[config.mk]
export PLATFORM = sky130hd
export DESIGN_NAME = qfe_top
export DESIGN_NICKNAME = d
export VERILOG_FILES = /design/src/hw/unused_placeholder_never.sv /design/src/pkg/qfe_pkg.sv /design/src/hw/qfe_top.sv
export SDC_FILE = /design/constraint.sdc
export NUM_CORES = 1
export LEC_CHECK = 0
export ABC_AREA = 1
export BUFFER_PORTS_ARGS = -buffer_cell sky130_fd_sc_hd__buf_2
export CAP_MARGIN = 0
export CORE_MARGIN = 5
export CORE_UTILIZATION = 40
export DETAILED_ROUTE_END_ITERATION = 10
export GPL_ROUTABILITY_DRIVEN = 0
export GPL_TIMING_DRIVEN = 0
export PLACE_DENSITY = 0.57
export SLEW_MARGIN = 10
export SYNTH_ARGS = -nofsm -noshare
export SYNTH_HDL_FRONTEND = slang
export SYNTH_SLANG_ARGS = --single-unit
[constraint.sdc]
create_clock -name clock -period 13.92 [get_ports clock]
set_clock_uncertainty 0.15 [all_clocks]
set_input_delay 2.784 -clock clock [delete_from_list [all_inputs] [get_ports clock]]
set_output_delay 2.784 -clock clock [all_outputs]
set_load 0.01 [all_outputs]
[src/hw/unused_placeholder_never.sv]
`timescale 1ns/1ps
`default_nettype none
`default_nettype wire

[src/pkg/qfe_pkg.sv]
`default_nettype none
package qfe_pkg;
    // ************************************************
    // register map
    // ************************************************
    localparam logic [7:0]  ADDR_CTRL     = 8'h00;
    localparam logic [7:0]  ADDR_EDGES    = 8'h04;
    localparam logic [7:0]  ADDR_CAP      = 8'h08;
    localparam logic [7:0]  ADDR_MONITOR  = 8'h0C;
    localparam logic [7:0]  ADDR_POSITION = 8'h10;
    localparam int          CTRL_LEAD_BIT = 0;
    localparam int          CTRL_ZFMT_BIT = 1;

    // ************************************************
    // counts and reset values
    // ************************************************
    localparam logic [22:0] SENSOR_CNT    = 23'h280000;  // 2 621 440 per rev
    localparam logic [22:0] EDGES_MAX     = 23'h500000;  // 5 242 880
    localparam logic [22:0] EDGES_RST     = 23'h014000;  // 81 920
    localparam logic [13:0] CAP_MAX       = 14'h2710;    // 10.000 rev/s in milli
    localparam logic [13:0] CAP_MIN       = 14'h0001;    // 0.001 rev/s
    localparam logic [31:0] MILLI_PER_ONE = 32'h000003E8;
    localparam logic [4:0]  DIV_STEPS     = 5'h1F;

    // ************************************************
    // timing
    // ************************************************
    localparam longint      CLK_HZ        = 100_000_000;
    localparam longint      EDGE_RATE_MAX = 3_125_000;   // edges per second
    localparam longint      ZPULSE_NS     = 1000;
    localparam int          EDGE_GAP_CYC  = int'((CLK_HZ + EDGE_RATE_MAX - 1) / EDGE_RATE_MAX);
    localparam int          ZPULSE_CYC    = int'((ZPULSE_NS * CLK_HZ) / 1_000_000_000);
    localparam logic [31:0] CAP_NUM       = 32'(EDGE_RATE_MAX * 1000);

    typedef enum logic {
        QFE_DIV_IDLE = 1'b0,
        QFE_DIV_RUN  = 1'b1
    } qfe_div_e;
endpackage
`default_nettype wire

[src/hw/qfe_top.sv]
// Operation
// - edge total per rev selectable, default 81920
// - setting zero suppresses all A/B edges
// - each phase carries half of the edges
// - eighty index pulses per revolution
// - lead select picks A or B leading
// - index format normal or MSB
// - edge rate never above 3 125 000/s
// - speed cap recomputed on resolution change
// - internal move speed clipped to cap
// - fractional residue accumulated from home origin
// - index rising edge repeatable both directions in normal format
// - A, B and Z edges not aligned
// - signed edge-total monitor, starts at zero
// - sensor gives 2 621 440 counts per rev
//
// Added by the designer: the register offsets and the strobed register port.
`timescale 1ns/1ps
`default_nettype none
module qfe_top
    import qfe_pkg::*;
(
    input  wire logic        clock,
    input  wire logic        rst_b,
    input  wire logic [7:0]  addr,
    input  wire logic [31:0] wrData,
    input  wire logic        wrEn,
    input  wire logic        rdEn,
    output var  logic [31:0] rdData,
    input  wire logic        sensStep,
    input  wire logic        sensCw,
    input  wire logic        homeSet,
    input  wire logic [13:0] cmdSpeed,
    output var  logic [13:0] limitedSpeed,
    output var  logic        phase_a_out,
    output var  logic        phase_a_out_inv,
    output var  logic        phase_b_out,
    output var  logic        phase_b_out_inv,
    output var  logic        index_out,
    output var  logic        index_out_inv
);
    typedef struct packed {
        logic [21:0]        pos;
        logic               moved;
        logic [22:0]        acc;
        logic signed [3:0]  owe;
        logic [5:0]         gap;
        logic [1:0]         quad;
        logic [7:0]         zTmr;
        logic               lead;
        logic               zFmt;
        logic [22:0]        fr;
        logic [13:0]        cap;
        qfe_div_e           div;
        logic [31:0]        dNum;
        logic [23:0]        dRem;
        logic [31:0]        dQuo;
        logic [4:0]         dCnt;
        logic [31:0]        mon;
        logic [31:0]        rd;
        logic [13:0]        spd;
        logic               a;
        logic               ai;
        logic               b;
        logic               bi;
        logic               z;
        logic               zi;
    } qfe_state_s;

    qfe_state_s s_reg;
    qfe_state_s s_next;

    // ************************************************
    // next state
    // ************************************************
    always_comb begin
        logic [23:0]       sum;
        logic signed [2:0] delta;
        logic signed [5:0] oweSum;
        logic              emit;
        logic              emitUp;
        logic [1:0]        gray;
        logic [23:0]       remShift;
        logic [13:0]       capNew;
        sum      = 24'h000000;
        delta    = 3'sd0;
        oweSum   = 6'sd0;
        emit     = 1'b0;
        emitUp   = 1'b0;
        gray     = 2'h0;
        remShift = 24'h000000;
        capNew   = CAP_MAX;
        s_next   = s_reg;
        s_next.moved = 1'b0;

        // sensor position and residue; home resets the origin of the scaling
        if (homeSet) begin
            s_next.pos   = 22'h000000;
            s_next.acc   = 23'h000000;
            s_next.moved = 1'b1;
        end else if (sensStep) begin
            s_next.moved = 1'b1;
            if (sensCw) begin
                s_next.pos = (s_reg.pos == SENSOR_CNT[21:0] - 22'h1) ? 22'h000000
                                                                      : s_reg.pos + 22'h1;
                sum = {1'b0, s_reg.acc} + {1'b0, s_reg.fr};
                if (sum >= {SENSOR_CNT, 1'b0}) begin
                    s_next.acc = 23'(sum - {SENSOR_CNT, 1'b0});
                    delta      = 3'sd2;
                end else if (sum >= {1'b0, SENSOR_CNT}) begin
                    s_next.acc = 23'(sum - {1'b0, SENSOR_CNT});
                    delta      = 3'sd1;
                end else begin
                    s_next.acc = sum[22:0];
                end
            end else begin
                s_next.pos = (s_reg.pos == 22'h000000) ? SENSOR_CNT[21:0] - 22'h1
                                                       : s_reg.pos - 22'h1;
                if (s_reg.acc >= s_reg.fr) begin
                    s_next.acc = s_reg.acc - s_reg.fr;
                end else if ({1'b0, s_reg.acc} + {1'b0, SENSOR_CNT} >= {1'b0, s_reg.fr}) begin
                    s_next.acc = 23'({1'b0, s_reg.acc} + {1'b0, SENSOR_CNT} - {1'b0, s_reg.fr});
                    delta      = -3'sd1;
                end else begin
                    s_next.acc = 23'({1'b0, s_reg.acc} + {SENSOR_CNT, 1'b0} - {1'b0, s_reg.fr});
                    delta      = -3'sd2;
                end
            end
        end

        // edge emitter: a fixed gap keeps the edge rate under the ceiling;
        // bursts faster than that are owed, and the debt saturates at seven
        if (s_reg.gap != 6'h00) begin
            s_next.gap = s_reg.gap - 6'h01;
        end else if (s_reg.owe != 4'sd0 && s_reg.fr != 23'h000000) begin
            emit       = 1'b1;
            emitUp     = (s_reg.owe > 4'sd0);
            s_next.gap = 6'(EDGE_GAP_CYC - 1);
        end
        oweSum = 6'(s_reg.owe) + 6'(delta) - (emit ? (emitUp ? 6'sd1 : -6'sd1) : 6'sd0);
        if (s_reg.fr == 23'h000000) begin
            s_next.owe = 4'sd0;
        end else if (oweSum > 6'sd7) begin
            s_next.owe = 4'sd7;
        end else if (oweSum < -6'sd7) begin
            s_next.owe = -4'sd7;
        end else begin
            s_next.owe = 4'(oweSum);
        end
        if (emit) begin
            s_next.quad = emitUp ? s_reg.quad + 2'h1 : s_reg.quad - 2'h1;
            s_next.mon  = emitUp ? s_reg.mon + 32'h1 : s_reg.mon - 32'h1;
        end
        gray       = s_next.quad ^ {1'b0, s_next.quad[1]};
        s_next.a   = s_reg.lead ? gray[1] : gray[0];
        s_next.b   = s_reg.lead ? gray[0] : gray[1];
        s_next.ai  = ~s_next.a;
        s_next.bi  = ~s_next.b;

        // index: pos[14:0] wraps 80 times per rev; in normal format the pulse is
        // launched only on reaching the mark, so its rising edge is the same
        // place both ways while its falling edge follows time, not position
        if (s_reg.zFmt) begin
            s_next.z    = s_reg.pos[14];
            s_next.zTmr = 8'h00;
        end else if (s_reg.moved && s_reg.pos[14:0] == 15'h0000) begin
            s_next.z    = 1'b1;
            s_next.zTmr = 8'(ZPULSE_CYC - 1);
        end else if (s_reg.zTmr != 8'h00) begin
            s_next.zTmr = s_reg.zTmr - 8'h01;
        end else begin
            s_next.z = 1'b0;
        end
        s_next.zi = ~s_next.z;

        // speed cap = edge ceiling / edges per rev, by a serial divider
        if (s_reg.div == QFE_DIV_RUN) begin
            remShift    = {s_reg.dRem[22:0], s_reg.dNum[31]};
            s_next.dNum = {s_reg.dNum[30:0], 1'b0};
            if (remShift >= {1'b0, s_reg.fr}) begin
                s_next.dRem = remShift - {1'b0, s_reg.fr};
                s_next.dQuo = {s_reg.dQuo[30:0], 1'b1};
            end else begin
                s_next.dRem = remShift;
                s_next.dQuo = {s_reg.dQuo[30:0], 1'b0};
            end
            s_next.dCnt = s_reg.dCnt + 5'h01;
            if (s_reg.dCnt == DIV_STEPS) begin
                s_next.div = QFE_DIV_IDLE;
                if (s_reg.fr == 23'h000000 || s_next.dQuo >= 32'(CAP_MAX)) begin
                    capNew = CAP_MAX;
                end else if (s_next.dQuo < 32'(CAP_MIN)) begin
                    capNew = CAP_MIN;
                end else begin
                    capNew = s_next.dQuo[13:0];
                end
                s_next.cap = capNew;
            end
        end

        // internal move speed never beyond the cap
        s_next.spd = (cmdSpeed > s_reg.cap) ? s_reg.cap : cmdSpeed;

        // register writes
        if (wrEn) begin
            case (addr)
                ADDR_CTRL: begin
                    s_next.lead = wrData[CTRL_LEAD_BIT];
                    s_next.zFmt = wrData[CTRL_ZFMT_BIT];
                end
                ADDR_EDGES: begin
                    // out-of-range values are dropped so the cap stays valid
                    if (wrData <= 32'(EDGES_MAX)) begin
                        s_next.fr   = wrData[22:0];
                        s_next.owe  = 4'sd0;
                        s_next.acc  = 23'h000000;
                        s_next.div  = QFE_DIV_RUN;
                        s_next.dNum = CAP_NUM;
                        s_next.dRem = 24'h000000;
                        s_next.dQuo = 32'h00000000;
                        s_next.dCnt = 5'h00;
                    end
                end
                default: begin
                end
            endcase
        end

        // register reads, data valid in the following cycle only
        s_next.rd = 32'h00000000;
        if (rdEn) begin
            case (addr)
                ADDR_CTRL:     s_next.rd = {30'h0, s_reg.zFmt, s_reg.lead};
                ADDR_EDGES:    s_next.rd = {9'h000, s_reg.fr};
                ADDR_CAP:      s_next.rd = {18'h00000, s_reg.cap};
                ADDR_MONITOR:  s_next.rd = s_reg.mon;
                ADDR_POSITION: s_next.rd = {10'h000, s_reg.pos};
                default:       s_next.rd = 32'h00000000;
            endcase
        end
    end

    always_ff @(posedge clock) begin
        if (!rst_b) begin
            s_reg      <= '0;
            s_reg.fr   <= EDGES_RST;
            s_reg.cap  <= CAP_MAX;
            s_reg.div  <= QFE_DIV_IDLE;
            s_reg.ai   <= 1'b1;
            s_reg.bi   <= 1'b1;
            s_reg.zi   <= 1'b1;
        end else begin
            s_reg <= s_next;
        end
    end

    assign rdData          = s_reg.rd;
    assign limitedSpeed    = s_reg.spd;
    assign phase_a_out     = s_reg.a;
    assign phase_a_out_inv = s_reg.ai;
    assign phase_b_out     = s_reg.b;
    assign phase_b_out_inv = s_reg.bi;
    assign index_out       = s_reg.z;
    assign index_out_inv   = s_reg.zi;

    // ************************************************
    // checks
    // ************************************************
    logic [5:0] sinceEdge;
    logic [1:0] prevAb;
    logic       abEdge;
    assign abEdge = ({phase_a_out, phase_b_out} != prevAb);
    always_ff @(posedge clock) begin
        prevAb <= {phase_a_out, phase_b_out};
        if (!rst_b) begin
            sinceEdge <= 6'h3F;
        end else if (abEdge) begin
            sinceEdge <= 6'h00;
        end else if (sinceEdge != 6'h3F) begin
            sinceEdge <= sinceEdge + 6'h01;
        end
    end
    property p_gap;
        @(posedge clock) disable iff (!rst_b) abEdge |-> sinceEdge >= 6'(EDGE_GAP_CYC - 1);
    endproperty
    a_gap: assert property (p_gap) else $error("feedback edges too close");
    property p_gray;
        @(posedge clock) disable iff (!rst_b)
        abEdge |-> (phase_a_out ^ $past(phase_a_out)) != (phase_b_out ^ $past(phase_b_out));
    endproperty
    a_gray: assert property (p_gray) else $error("both phases changed at once");
    property p_inv;
        @(posedge clock) disable iff (!rst_b)
        phase_a_out_inv == !phase_a_out && phase_b_out_inv == !phase_b_out
            && index_out_inv == !index_out;
    endproperty
    a_inv: assert property (p_inv) else $error("inverse output mismatch");
    property p_off;
        @(posedge clock) disable iff (!rst_b)
        (s_reg.fr == 23'h000000) ##1 (s_reg.fr == 23'h000000) |-> !abEdge;
    endproperty
    a_off: assert property (p_off) else $error("edge while feedback off");
    property p_mon;
        @(posedge clock) disable iff (!rst_b)
        abEdge |-> (s_reg.mon == $past(s_reg.mon) + 32'h1) || (s_reg.mon == $past(s_reg.mon) - 32'h1);
    endproperty
    a_mon: assert property (p_mon) else $error("monitor missed an edge");
    property p_cap;
        @(posedge clock) disable iff (!rst_b) s_reg.cap >= CAP_MIN && s_reg.cap <= CAP_MAX;
    endproperty
    a_cap: assert property (p_cap) else $error("speed cap out of range");
    property p_capdone;
        @(posedge clock) disable iff (!rst_b)
        wrEn && addr == ADDR_EDGES && wrData == 32'(EDGES_MAX) ##1 !wrEn [*8]
            |-> ##[1:40] s_reg.div == QFE_DIV_IDLE && s_reg.cap == 14'h0254;
    endproperty
    a_capdone: assert property (p_capdone) else $error("cap not recomputed");
    property p_spd;
        @(posedge clock) disable iff (!rst_b) limitedSpeed <= $past(s_reg.cap);
    endproperty
    a_spd: assert property (p_spd) else $error("speed above cap");
    property p_zrise;
        @(posedge clock) disable iff (!rst_b)
        $rose(index_out) && !$past(s_reg.zFmt) |-> $past(s_reg.pos[14:0]) == 15'h0000;
    endproperty
    a_zrise: assert property (p_zrise) else $error("index rose off its mark");
    property p_res;
        @(posedge clock) disable iff (!rst_b) s_reg.acc < SENSOR_CNT;
    endproperty
    a_res: assert property (p_res) else $error("residue out of range");
endmodule
`default_nettype wire

### Word-level counts from Yosys, hierarchy flattened

Index checks and enable logic that the tools add are counted.

| word-level totals | value |
|---|---|
| register bits | 283 |
| word-level logic and storage cells | 141 |
| input port bits | 61 |

| cells by class | value |
|---|---|
| bitwise logic cells | 5 |
| add/subtract/negate cells | 20 |
| order comparisons | 12 |
| eq/ne operators | 6 |
| mux-type cells | 52 |
| reductions and logical operators | 20 |

Operator list:

| kind | number |
|---|---|
| $mux 94 | 4 |
| $pmux 32 s5 | 1 |
| $mux 23 | 5 |
| $mux 56 | 2 |
| $mux 27 | 3 |
| $sub 23x23->23 | 3 |
| $mux 22 | 3 |
| $ge 24x23->1 | 2 |
| $mux 24 | 2 |
| $mux 14 | 3 |
| $add 32x1->32 const B | 1 |
| $ge 32x14->1 const B | 1 |
| $le 32x23->1 const B | 1 |
| $lt 32x1->1 const B | 1 |
| $mux 32 | 1 |
| $sub 32x1->32 const B | 1 |
| $add 23x22->24 const B | 1 |
| $add 23x23->24 | 1 |
| $ge 24x22->1 const B | 1 |
| $ge 24x23->1 const B | 1 |
| $mux 6 | 4 |
| $sub 24x23->24 | 1 |
| $add 23x23->23 const B | 1 |
| $ge 23x23->1 | 1 |
| 42 further kinds | 70 |

### Longest topological paths before layout

Gate-level depths: netlist of the first run.

| logic depth | value |
|---|---|
| depth in word-level cells | 16 |
| gate-level depth with buffers | 36 |
| mapped depth without buffers | 35 |

### Least setup slack after synthesis of the first run

No wires, ideal clock.

| path | value |
|---|---|
| path kind | input -> register |
| start point | in sensStep |
| end point | reg s_reg[235] (netlist name) |
| arrival time | 5.435 ns |
| stages | 16 |
| path slack | 8.220 ns |
| required time | 13.655 ns |
| path buffers | 2 |
| path through | clkbuf_1 > clkinv_1 > clkbuf_1 > nor2_1 > nand2_1 > ha_1 > inv_1 > ha_1 > inv_1 > fa_1 > inv_1 > or3_1 > a31oi_1 > inv_1 > a21oi_1 > nor2_1 |

| between the ends | value |
|---|---|
| cells in the longest elaborated chain, start to end | 11 |

RTL lines:

| what | line | text |
|---|---|---|
| from (decl) | qfe_top.sv:30 | `input wire logic sensStep,` |
| $mux 3 (*) | qfe_top.sv:101 | `end else if (sensStep) begin` |
| $mux 3 (*) | qfe_top.sv:97 | `if (homeSet) begin` |
| $add 4x3->5 (*) | qfe_top.sv:140 | `oweSum = 6'(s_reg.owe) + 6'(delta) - (emit ? (emitUp ? 6'sd1 : -6'sd1) : 6'sd0);` |
| $sub 5x6->6 (*) | qfe_top.sv:140 |  |
| $lt 6x4->1 | qfe_top.sv:145 | `end else if (oweSum < -6'sd7) begin` |
| $mux 4 | qfe_top.sv:145 |  |
| $mux 4 (*) | qfe_top.sv:143 | `end else if (oweSum > 6'sd7) begin` |
| $mux 4 (*) | qfe_top.sv:141 | `if (s_reg.fr == 23'h000000) begin` |
| $mux 27 | qfe_top.sv:213 | `if (wrData <= 32'(EDGES_MAX)) begin` |
| $mux 27 | qfe_top.sv:206 | `case (addr)` |
| $mux 27 (*) | qfe_top.sv:205 | `if (wrEn) begin` |
| to (signal assigned) | qfe_top.sv:253 | `s_reg <= s_next;` |
| to (decl) | qfe_top.sv:70 | `qfe_state_s s_reg;` |

Mark *: on every way between the ends. The rest lies on a longest branch, timed or not.
A chain may end at the register's enable or synchronous reset.

### Worst setup path in the final report of the first run

| path | value |
|---|---|
| start point | reg s_reg[201] (netlist name) |
| end point | reg s_reg[78] (netlist name) |

| between the ends | value |
|---|---|
| cells in the longest elaborated chain, start to end | 5 |

RTL lines:

| what | line | text |
|---|---|---|
| $reduce_bool 23->1 (*) | qfe_top.sv:135 | `end else if (s_reg.owe != 4'sd0 && s_reg.fr != 23'h000000) begin` |
| $logic_and 1x1->1 (*) | qfe_top.sv:135 |  |
| $mux 1 | qfe_top.sv:135 |  |
| $mux 1 | qfe_top.sv:133 | `if (s_reg.gap != 6'h00) begin` |
| $mux 32 | qfe_top.sv:152 | `s_next.mon = emitUp ? s_reg.mon + 32'h1 : s_reg.mon - 32'h1;` |

Marked as above.

==> results of run 1 <==
==> per-layer routing <==
layer,track usage,routed length [microns],vias to the layer above
met5,0,11,-
met4,0.09043,2942,2
li1,-,-,10462
met1,0.3467,33100,10089
met2,0.4148,33720,846
met3,0.04153,5722,149
==> per-stage QoR <==
step	instances	instance area (sq um)	util
CTS	3936	23560	0.4573
floorplan	3079	20900	-
global route	3936	23560	0.4574
finish	3936	23560	0.4574
global placement	3870	22310	0.4331
detailed placement	3870	22310	0.4331
==> worst max-delay path: stages, from the launching register on <==
cell,delay (ns)
dfxtp_1,0.66
inv_1,0.28
nand4_1,0.15
nor2_1,0.09
nand4_1,0.26
nand2_1,0.15
nor2_2,0.27
clkbuf_1,0.50
clkbuf_1,0.64
nand2_2,0.66
ha_1,0.58
a21oi_1,0.27
o21ai_0,0.13
nand2_1,0.07
nand2_1,0.04
a31oi_1,0.38
o21ai_0,0.24
nand2_1,0.14
o21ai_0,0.13
nand2_1,0.09
nand2_1,0.06
nand2_1,0.06
nand2_1,0.04
o21ai_0,0.16
inv_1,0.05
==> synth_stat cells (all sizes together), types with 2 or more instances <==
cell type and n:
nand2 607, inv 456, a21oi 326, dfxtp 281, nor2 277, o21ai 217, ha 154, nand3 135
buf 80, xor2 74, clkbuf 67, nor3 53, nand4 43, o211ai 43, o221ai 32, xnor2 32
fa 30, a211oi 29, nor4 21, a31oi 20, o21bai 18, a221oi 15, or2 12, a21o 10
o22ai 9, o21a 6, and3 5, o31ai 5, nand3b 4, a21boi 3, clkinv 3, a311o 2
o2111ai 2
==> how the worst max path moves through the flow <==
stage                            start                     end  slack, ns
2_1_floorplan                 sensStep   s_reg[235]$_SDFF_PN0_       8.22
3_3_place_gp                    sensCw   s_reg[235]$_SDFF_PN0_       7.12
3_5_place_dp                    sensCw   s_reg[235]$_SDFF_PN0_       7.09
4_1_cts        s_reg[201]$_SDFFE_PN0P_  s_reg[78]$_SDFFE_PN0P_       7.25
5_1_grt        s_reg[204]$_SDFFE_PN0P_  s_reg[78]$_SDFFE_PN0P_       7.12
6_report       s_reg[201]$_SDFFE_PN0P_  s_reg[78]$_SDFFE_PN0P_       7.52
==> power groups by stage <==
stage | clock network (W) | registers [W] | logic [W]
6_report | 0.000982 | 0.000932 | 0.00154
5_1_grt | 0.00104 | 0.000938 | 0.00173
4_1_cts | 0.00100 | 0.000930 | 0.00151
3_5_place_dp | 0 | 0.000947 | 0.00150
3_3_place_gp | 0 | 0.000945 | 0.00149
2_1_floorplan | 0 | 0.000929 | 0.00116
==> final cells by class <==
class | instances | area (sq um)
Fill cell | 5395 | 27950
Multi-Input combinational cell | 2192 | 12770
Sequential cell | 281 | 5625
Inverter | 459 | 1723
Clock buffer | 51 | 1077
Tap cell | 680 | 850.8
Buffer | 147 | 789.5
Timing Repair Buffer | 111 | 555.5
Clock inverter | 15 | 171.4
==> logic make-up after synthesis <==
family          share of synthesized area
compound gates                     0.2051
xor+xnor                          0.04442
fa+ha+maj                          0.1209
buf+inv                            0.1202
flops                              0.2691
simple gates                       0.2402
==> summary.txt, run 1 <==
1st-pass router iterations - 6
DRC violations left - 0
Period Utilization, post-route - 0.4595
Min-delay src - s_reg[145]$_SDFF_PN0_
Hold_ws - 0.2973 ns
Sw Pwr - 0.001453 W
Status - completed
Grt total ovfl - 0
Cell Pwr Density - 146.5 mW/mm^2
Worst reg2reg path startpoint - s_reg[201]$_SDFFE_PN0P_
Area contributors post-synth - dfxtp_1, nand2_1, ha_1, inv_1, a21oi_1
Via count - 21548
Vias in the first global route - 20361
#FFs+latches synth - 281
Crit path time final - 6.396 ns
Yosys warns - 0
Initial antenna violation count - 2
H-tree depth - 2
Max reg flops - 229
Post-CTS setup buffer count - 0
Largest net degree at the start of global routing - 32
CTS root buf - clkbuf_16
Post-CTS Hold Fix Bufs - 0
Tot Pwr - 0.003451 W
Maximum VDD drop - 0.1055 mV
Final worst slack - 7.524 ns
Clk sinks - 281
DR iter-0 viols - 2249
Cell Area, Synth - 0.02090 sq mm
Vias/cell - 5.475
Synth Area per Inst - 6.789 sq um
TritonCTS Buffers - 36
End of the worst register-to-register path - s_reg[78]$_SDFFE_PN0P_
Biggest area consumer among synthesized cells - dfxtp_1
First-pass GRT wire length - 115700 microns
Final hold violation count - 0
CP Max Fanout - 31
Commonest non-fill, non-tap cell in the layout - nand2_1
FF-to-FF path depth - 24
Int Pwr - 0.001998 W
Syn_nets - 3324
Wirelength per Cell - 19.18 microns
Post-Place Worst Slack - 7.087 ns
Number of synthesized flops with an enable pin - 0
Area grow syn2layout - 12.71%
RSZ-0062 raised after global routing - false
Tot GR Track Use - 0.2561
Post-CTS Resized - 0
Hold Path Depth - 2
Max cap viols - 0
Max Slew Vio Count - 0
CP Data Required Time - 14.22 ns
Switching Fraction - 0.4209
I/O pins - 113
Die height - 238.6 microns
Most frequent cells in the layout - nand2_1, inv_1, a21oi_1, dfxtp_1, nor2_1
Clk buf depth - 3
# rows - 83
Async SR Flop Fraction - 0
Setup slack, reg-to-reg - 7.52 ns
WP data arrival - 6.69 ns
Hold endpoint - s_reg[145]$_SDFF_PN0_
Sum of negative setup slack - 0 ns
Final setup viols - 0
Crit path kind - register to register
Worst-Skew Late Latency - 0.58 ns
Static Leak - 11.24 nW
Routed Antenna Nets - 0
Max Clock Freq - 156.3 MHz
Gate power share - 0.445
Primary FF master, synth - dfxtp_1
DP HPWL - 59900 microns
Distinct cells, synth - 61
Endpoint class of the critical path - register
Core area - 0.05151 sq mm
Slew margin rel. - 0.3603
Die W - 238.6 microns
Final nets - 3473
Sequential fraction of design power - 0.270
CP startpoint kind - register
CTS tree - yes
Clk slew on worst S/H paths - 0.06 ns
Die area - 0.05693 sq mm
Initial core utilization - 0.4058
Routed Wire Length - 75490 microns
Worst hold path type - register to register
Number of port buffers - 111
Clock network power share - 0.285
Yosys top cell area share - 0.2691
Syn Inst Count - 3079
Worst slew pin tran - 0.9496 ns
Seq/Total Area, Yosys - 0.2691
Layout cells sized above 1 - 0.1050
N_diodes - 0
Note: power is estimated with default switching activity, not from simulation.
==> run 2, diff against run 1 <==
- clock period: 13.92 -> 6.69 ns (I/O delays scaled with it)
==> summary.txt, run 2 (synthesis gave the netlist of run 1 again) <==
Static Leak - 11.24 nW (about the same)
Routed Antenna Nets - 0 (unchanged)
Max Clock Freq - 163.5 MHz (+4.5%)
Worst slew pin tran - 0.9892 ns (+0.03964 ns)
Slew margin rel. - 0.3335 (-0.02671)
# rows - 83 (unchanged)
M2 GR Usage - 0.4152 (about the same)
Status - completed
Worst-Skew Late Latency - 0.58 ns (about the same)
CP Max Fanout - 31 (unchanged)
Via count - 21656 (+0.50%)
Final setup viols - 0 (unchanged)
Hold_ws - 0.2977 ns (+0.0003680 ns)
Grt total ovfl - 0 (unchanged)
CP peak stage delay - 0.66 ns (about the same)
RSZ-0062 raised after global routing - false
WP data arrival - 6.41 ns (-0.28 ns)
Core area - 0.05151 sq mm (unchanged)
Setup slack, reg-to-reg - 0.57 ns (-6.95 ns)
Period Utilization, post-route - 0.9145 (+0.4550)
Tot Pwr - 0.007189 W (+110%)
Footprint of the multi-input gates - 0.01277 sq mm (about the same)
1st-pass router iterations - 6 (unchanged)
Gr busiest metal - met2
Max reg flops - 229 (unchanged)
CP startpoint kind - register
Clk buf depth - 3 (unchanged)
Initial antenna violation count - 2 (unchanged)
Clk slew on worst S/H paths - 0.06 ns (about the same)
Cell Pwr Density - 305.0 mW/mm^2 (+110%)
Maximum VDD drop - 0.2211 mV (+110%)
Worst hold path type - register to register
First-pass GRT wire length - 115800 microns (about the same)
Die area - 0.05693 sq mm (unchanged)
Vias in the first global route - 20366 (+0.025%)
Post-place instance area - 0.02231 sq mm (unchanged)
Area grow syn2layout - 12.75% (about the same)
Vias/cell - 5.501 (+0.48%)
Layout cells sized above 1 - 0.1050 (unchanged)
CP Data Required Time - 6.99 ns (-7.23 ns)
Die height - 238.6 microns (unchanged)
Grt met1 use - 0.3466 (about the same)
Most frequent cells in the layout - nand2_1, inv_1, a21oi_1, dfxtp_1, nor2_1
FF+latch area - 0.005625 sq mm (unchanged)
CTS tree - yes
DRC violations left - 0 (unchanged)
Routed Wire Length - 75770 microns (+0.37%)
Clk sinks - 281 (unchanged)
Critical Path, Cell by Cell - inv_1 -> nand4_1 -> nor2_1 -> nand4_1 -> nand2_1 -> nor2_2 -> clkbuf_1 -> clkbuf_1 -> nand2_4 -> ha_1 -> a21oi_1 -> o21ai_0 -> nand2_1 -> nand2_1 -> a31oi_1 -> o21ai_0 -> nand2_1 -> o21ai_0 -> nand2_1 -> nand2_1 -> nand2_1 -> nand2_1 -> o21ai_0 -> inv_1
Sum of negative setup slack - 0 ns (unchanged)
Largest net degree at the start of global routing - 32 (unchanged)
Slowest CP cell - dfxtp_1
Design area - 0.02357 sq mm (about the same)
Crit path kind - register to register
DR iter-0 viols - 2314 (+2.9%)
CTS root buf - clkbuf_16
Crit-path most repeated cell - nand2_1
Tot GR Track Use - 0.2562 (about the same)
Die W - 238.6 microns (unchanged)
Final hold violation count - 0 (unchanged)
H-tree depth - 2 (unchanged)
Number of port buffers - 111 (unchanged)
Crit path time final - 6.118 ns (-0.2783 ns)
DP HPWL - 59900 microns (unchanged)
I/O pins - 113 (unchanged)
Endpoint class of the critical path - register
FILL cells - 5396 (+0.019%)
Max cap viols - 0 (unchanged)
Final Util - 0.4575 (about the same)
Initial core utilization - 0.4058 (unchanged)
Max Slew Vio Count - 0 (unchanged)
TritonCTS Buffers - 36 (unchanged)
Wirelength per Cell - 19.24 microns (+0.34%)
Commonest non-fill, non-tap cell in the layout - nand2_1
GRT met3 Usage - 0.04153 (unchanged)
Final nets - 3473 (unchanged)
run 2: changes by cell type in the layout (fill, tap and decap cells not counted), sizes merged:
cell	previous run	this run
diode	0	1
run 2: report_power, final:
group | switching (W) | internal [W]
logic | 0.00208 | 0.00112
clock network | 0.000830 | 0.00122
registers | 0.000121 | 0.00182
total | 0.00303 | 0.00416
run 2: area by class of cell:
cell class                      count  share of cell area
Antenna cell                        1           0.0001062
Clock buffer                       51             0.04571
Sequential cell                   281              0.2387
Timing Repair Buffer              111             0.02357
Clock inverter                     15            0.007273
Inverter                          459             0.07310
Buffer                            147             0.03350
Tap cell                          680             0.03610
Multi-Input combinational cell   2192              0.5419
run 2: worst paths after layout:
| path | cells past startpoint | from | endpoint |
|---|---|---|---|
| setup / recovery | 24 | s_reg[201]$_SDFFE_PN0P_ | s_reg[78]$_SDFFE_PN0P_ |
| hold / removal | 2 | s_reg[145]$_SDFF_PN0_ | s_reg[145]$_SDFF_PN0_ |
| setup reg to reg | 24 | s_reg[201]$_SDFFE_PN0P_ | s_reg[78]$_SDFFE_PN0P_ |
| hold reg to reg | 2 | s_reg[145]$_SDFF_PN0_ | s_reg[145]$_SDFF_PN0_ |
run 2: repair_timing:
item | CTS | global route
hold buffers | 0 | 0
buffers inserted | 0 | 0
resized for setup | 0 | 1
endpoints found under the setup margin | 0 | 2
run 2: critical path, delay by kind of cell (launching register included):
kind	cells	cell delay, ns
AO/OA/AOI/OAI	6	1.31
adder cells (fa/ha/maj)	1	0.50
buffers and inverters	4	1.49
flip-flops	1	0.66
AND/OR/NAND/NOR	13	1.87
run 2: layer usage:
layer,vias to the layer above,part of all wire
li1,10468,-
met1,10159,0.44
met2,877,0.45
met3,150,0.076
met4,2,0.039
met5,-,0.00015
run 2: metrics by stage:
step	instances	worst slack (ns)
final	3937	0.5719
after CTS	3936	0.02406
after detailed placement	3870	0.07547
after floorplan	3079	2.137
after global routing	3936	0.1309
after global placement	3870	0.02450
==> run 3, diff against run 2 <==
- CELL_PAD_IN_SITES_DETAIL_PLACEMENT: not set -> 2
- CELL_PAD_IN_SITES_GLOBAL_PLACEMENT: not set -> 2
- CORE_UTILIZATION: 40 -> 36
- CTS_BUF_LIST: not set -> sky130_fd_sc_hd__clkbuf_8
- PLACE_DENSITY: 0.57 -> 0.83
- clock period: 6.69 -> 6 ns (I/O delays scaled with it)
==> summary.txt, run 3 (synthesis gave the netlist of run 1 again) <==
Final setup viols - 0 (unchanged)
Layout cells sized above 1 - 0.1220 (+0.01700)
CTS root buf - clkbuf_8
Switching Fraction - 0.4562 (+0.03478)
Worst reg2reg path startpoint - s_reg[212]$_SDFFE_PN0P_
Max Clock Freq - 176.3 MHz (+7.9%)
End of the worst register-to-register path - s_reg[235]$_SDFF_PN0_
Post-CTS Hold Fix Bufs - 0 (unchanged)
Hold Path Depth - 2 (unchanged)
Max cap viols - 0 (unchanged)
Die W - 251.0 microns (+5.2%)
CP Max Fanout - 6 (-81%)
FF-to-FF path depth - 28 (+17%)
Crit path kind - register to register
DR iter-0 viols - 1298 (-44%)
Final Util - 0.4128 (-0.04478)
Initial antenna violation count - 4 (+2)
Largest net degree at the start of global routing - 32 (unchanged)
Final nets - 3502 (+0.84%)
Die area - 0.06298 sq mm (+11%)
Vias/cell - 5.600 (+1.8%)
TritonCTS Buffers - 52 (+44%)
Worst-Skew Late Latency - 0.70 ns (+0.12 ns)
Clk sinks - 281 (unchanged)
Area grow syn2layout - 13.71%
Clk slew on worst S/H paths - 0.06 ns (about the same)
Vias in the first global route - 24943 (+22%)
Die height - 251.0 microns (+5.2%)
Tot GR Track Use - 0.2920 (+0.03577)
I/O pins - 113 (unchanged)
Sequential fraction of design power - 0.263 (-0.007)
Max reg flops - 229 (unchanged)
Core area - 0.05759 sq mm (+12%)
Routed Antenna Nets - 0 (unchanged)
Placed Instances - 3955 (+2.2%)
CP peak stage delay - 0.55 ns (-0.11 ns)
Final hold violation count - 0 (unchanged)
Hold_ws - 0.3079 ns (+0.01016 ns)
Slew margin rel. - 0.2730 (-0.06057)
Number of port buffers - 111 (unchanged)
Most frequent cells in the layout - nand2_1, inv_1, a21oi_1, dfxtp_1, nor2_1
Max Slew Vio Count - 0 (unchanged)
Clock network power share - 0.261 (-0.023)
Static Leak - 11.32 nW (+0.72%)
Status - completed
DP HPWL - 75600 microns (+26%)
Layout Cells excl Fill - 4060 (+3.1%)
Grt total ovfl - 0 (unchanged)
Initial core utilization - 0.3630 (-0.04282)
CP Data Required Time - 6.40 ns (-0.59 ns)
Via count - 22738 (+5.0%)
Period Utilization, post-route - 0.9452 (+0.03066)
Clk buf depth - 3 (unchanged)
# rows - 88 (+6.0%)
H-tree depth - 2 (unchanged)
Min-delay src - s_reg[145]$_SDFF_PN0_
Tot Pwr - 0.008278 W (+15%)
Setup slack, reg-to-reg - 0.33 ns (-0.24 ns)
Routed Wire Length - 96820 microns (+28%)
Maximum VDD drop - 0.2601 mV (+18%)
First-pass GRT wire length - 146100 microns (+26%)
1st-pass router iterations - 5 (-1)
CP startpoint kind - register
CTS tree - yes
Int Pwr - 0.004501 W (+8.2%)
DRC violations left - 0 (unchanged)
Wirelength per Cell - 23.85 microns (+24%)
Commonest non-fill, non-tap cell in the layout - nand2_1
Cell Pwr Density - 348.3 mW/mm^2 (+14%)
WP data arrival - 6.08 ns (-0.33 ns)
Sw Pwr - 0.003777 W (+25%)
Crit path time final - 5.671 ns (-0.4470 ns)
Hold endpoint - s_reg[145]$_SDFF_PN0_
Sum of negative setup slack - 0 ns (unchanged)
Slowest CP cell - dfxtp_1
Worst slew pin tran - 1.091 ns (+0.1013 ns)
Endpoint class of the critical path - register
Worst hold path type - register to register
Gate power share - 0.475 (+0.029)
Crit-path most repeated cell - inv_1
run 3: how the worst max path moves through the flow:
stage                                        from                     end  slack (ns)
after detailed placement  s_reg[195]$_SDFFE_PN0P_  s_reg[78]$_SDFFE_PN0P_       -1.30
after global placement    s_reg[195]$_SDFFE_PN0P_  s_reg[78]$_SDFFE_PN0P_       -1.06
final                     s_reg[212]$_SDFFE_PN0P_   s_reg[235]$_SDFF_PN0_        0.33
after global routing      s_reg[212]$_SDFFE_PN0P_   s_reg[234]$_SDFF_PN0_       -0.07
after CTS                 s_reg[197]$_SDFFE_PN0P_   s_reg[235]$_SDFF_PN0_        0.03
after floorplan           s_reg[209]$_SDFFE_PN0P_   s_reg[235]$_SDFF_PN0_        1.45
run 3: routing by layer:
layer,GRT usage,vias to the layer above,part of all wire
li1,-,10508,-
met1,0.3557,11396,0.42
met2,0.5118,591,0.48
met3,0.03755,239,0.045
met4,0.1372,4,0.053
met5,0,-,0.00024
run 3: final cells by class:
class | instances | area [sq um]
Multi-Input combinational cell | 2192 | 12810
Antenna cell | 1 | 2.502
Inverter | 459 | 1745
Clock buffer | 60 | 825.8
Timing Repair Buffer | 124 | 653.1
Tap cell | 765 | 957.2
Clock inverter | 31 | 336.6
Sequential cell | 281 | 5638
Fill cell | 6996 | 33820
Buffer | 147 | 795.8
run 3: timing repair:
item	4_1_cts	5_1_grt
setup endpoints to repair	31	8
hold endpoints to repair	0	0
cloned	0	0
setup buffers	0	13
gates resized for setup	6	33
run 3: metrics by stage:
| step | instance area [sq um] | setup slack, ns |
|---|---|---|
| 2_1_floorplan | 20900 | 1.447 |
| 3_3_place_gp | 22420 | -1.061 |
| 3_5_place_dp | 22420 | -1.304 |
| 4_1_cts | 23590 | 0.02722 |
| 5_1_grt | 23770 | -0.06903 |
| 6_report | 23770 | 0.3290 |
run 3: worst max-delay path, delay by kind of cell (launching register included):
| kind | cells | cell delay, ns |
|---|---|---|
| flip-flops | 1 | 0.55 |
| adder cells (fa/ha/maj) | 5 | 1.58 |
| AND/OR/NAND/NOR | 14 | 2.12 |
| buffers and inverters | 7 | 0.78 |
| AO/OA/AOI/OAI | 2 | 0.38 |
run 3: power groups by stage:
stage	clock, W	combinational, W	sequential (W)
5_1_grt	0.00228	0.00433	0.00220
4_1_cts	0.00220	0.00387	0.00218
3_5_place_dp	0	0.00378	0.00221
6_report	0.00216	0.00393	0.00218
2_1_floorplan	0	0.00269	0.00216
3_3_place_gp	0	0.00354	0.00220
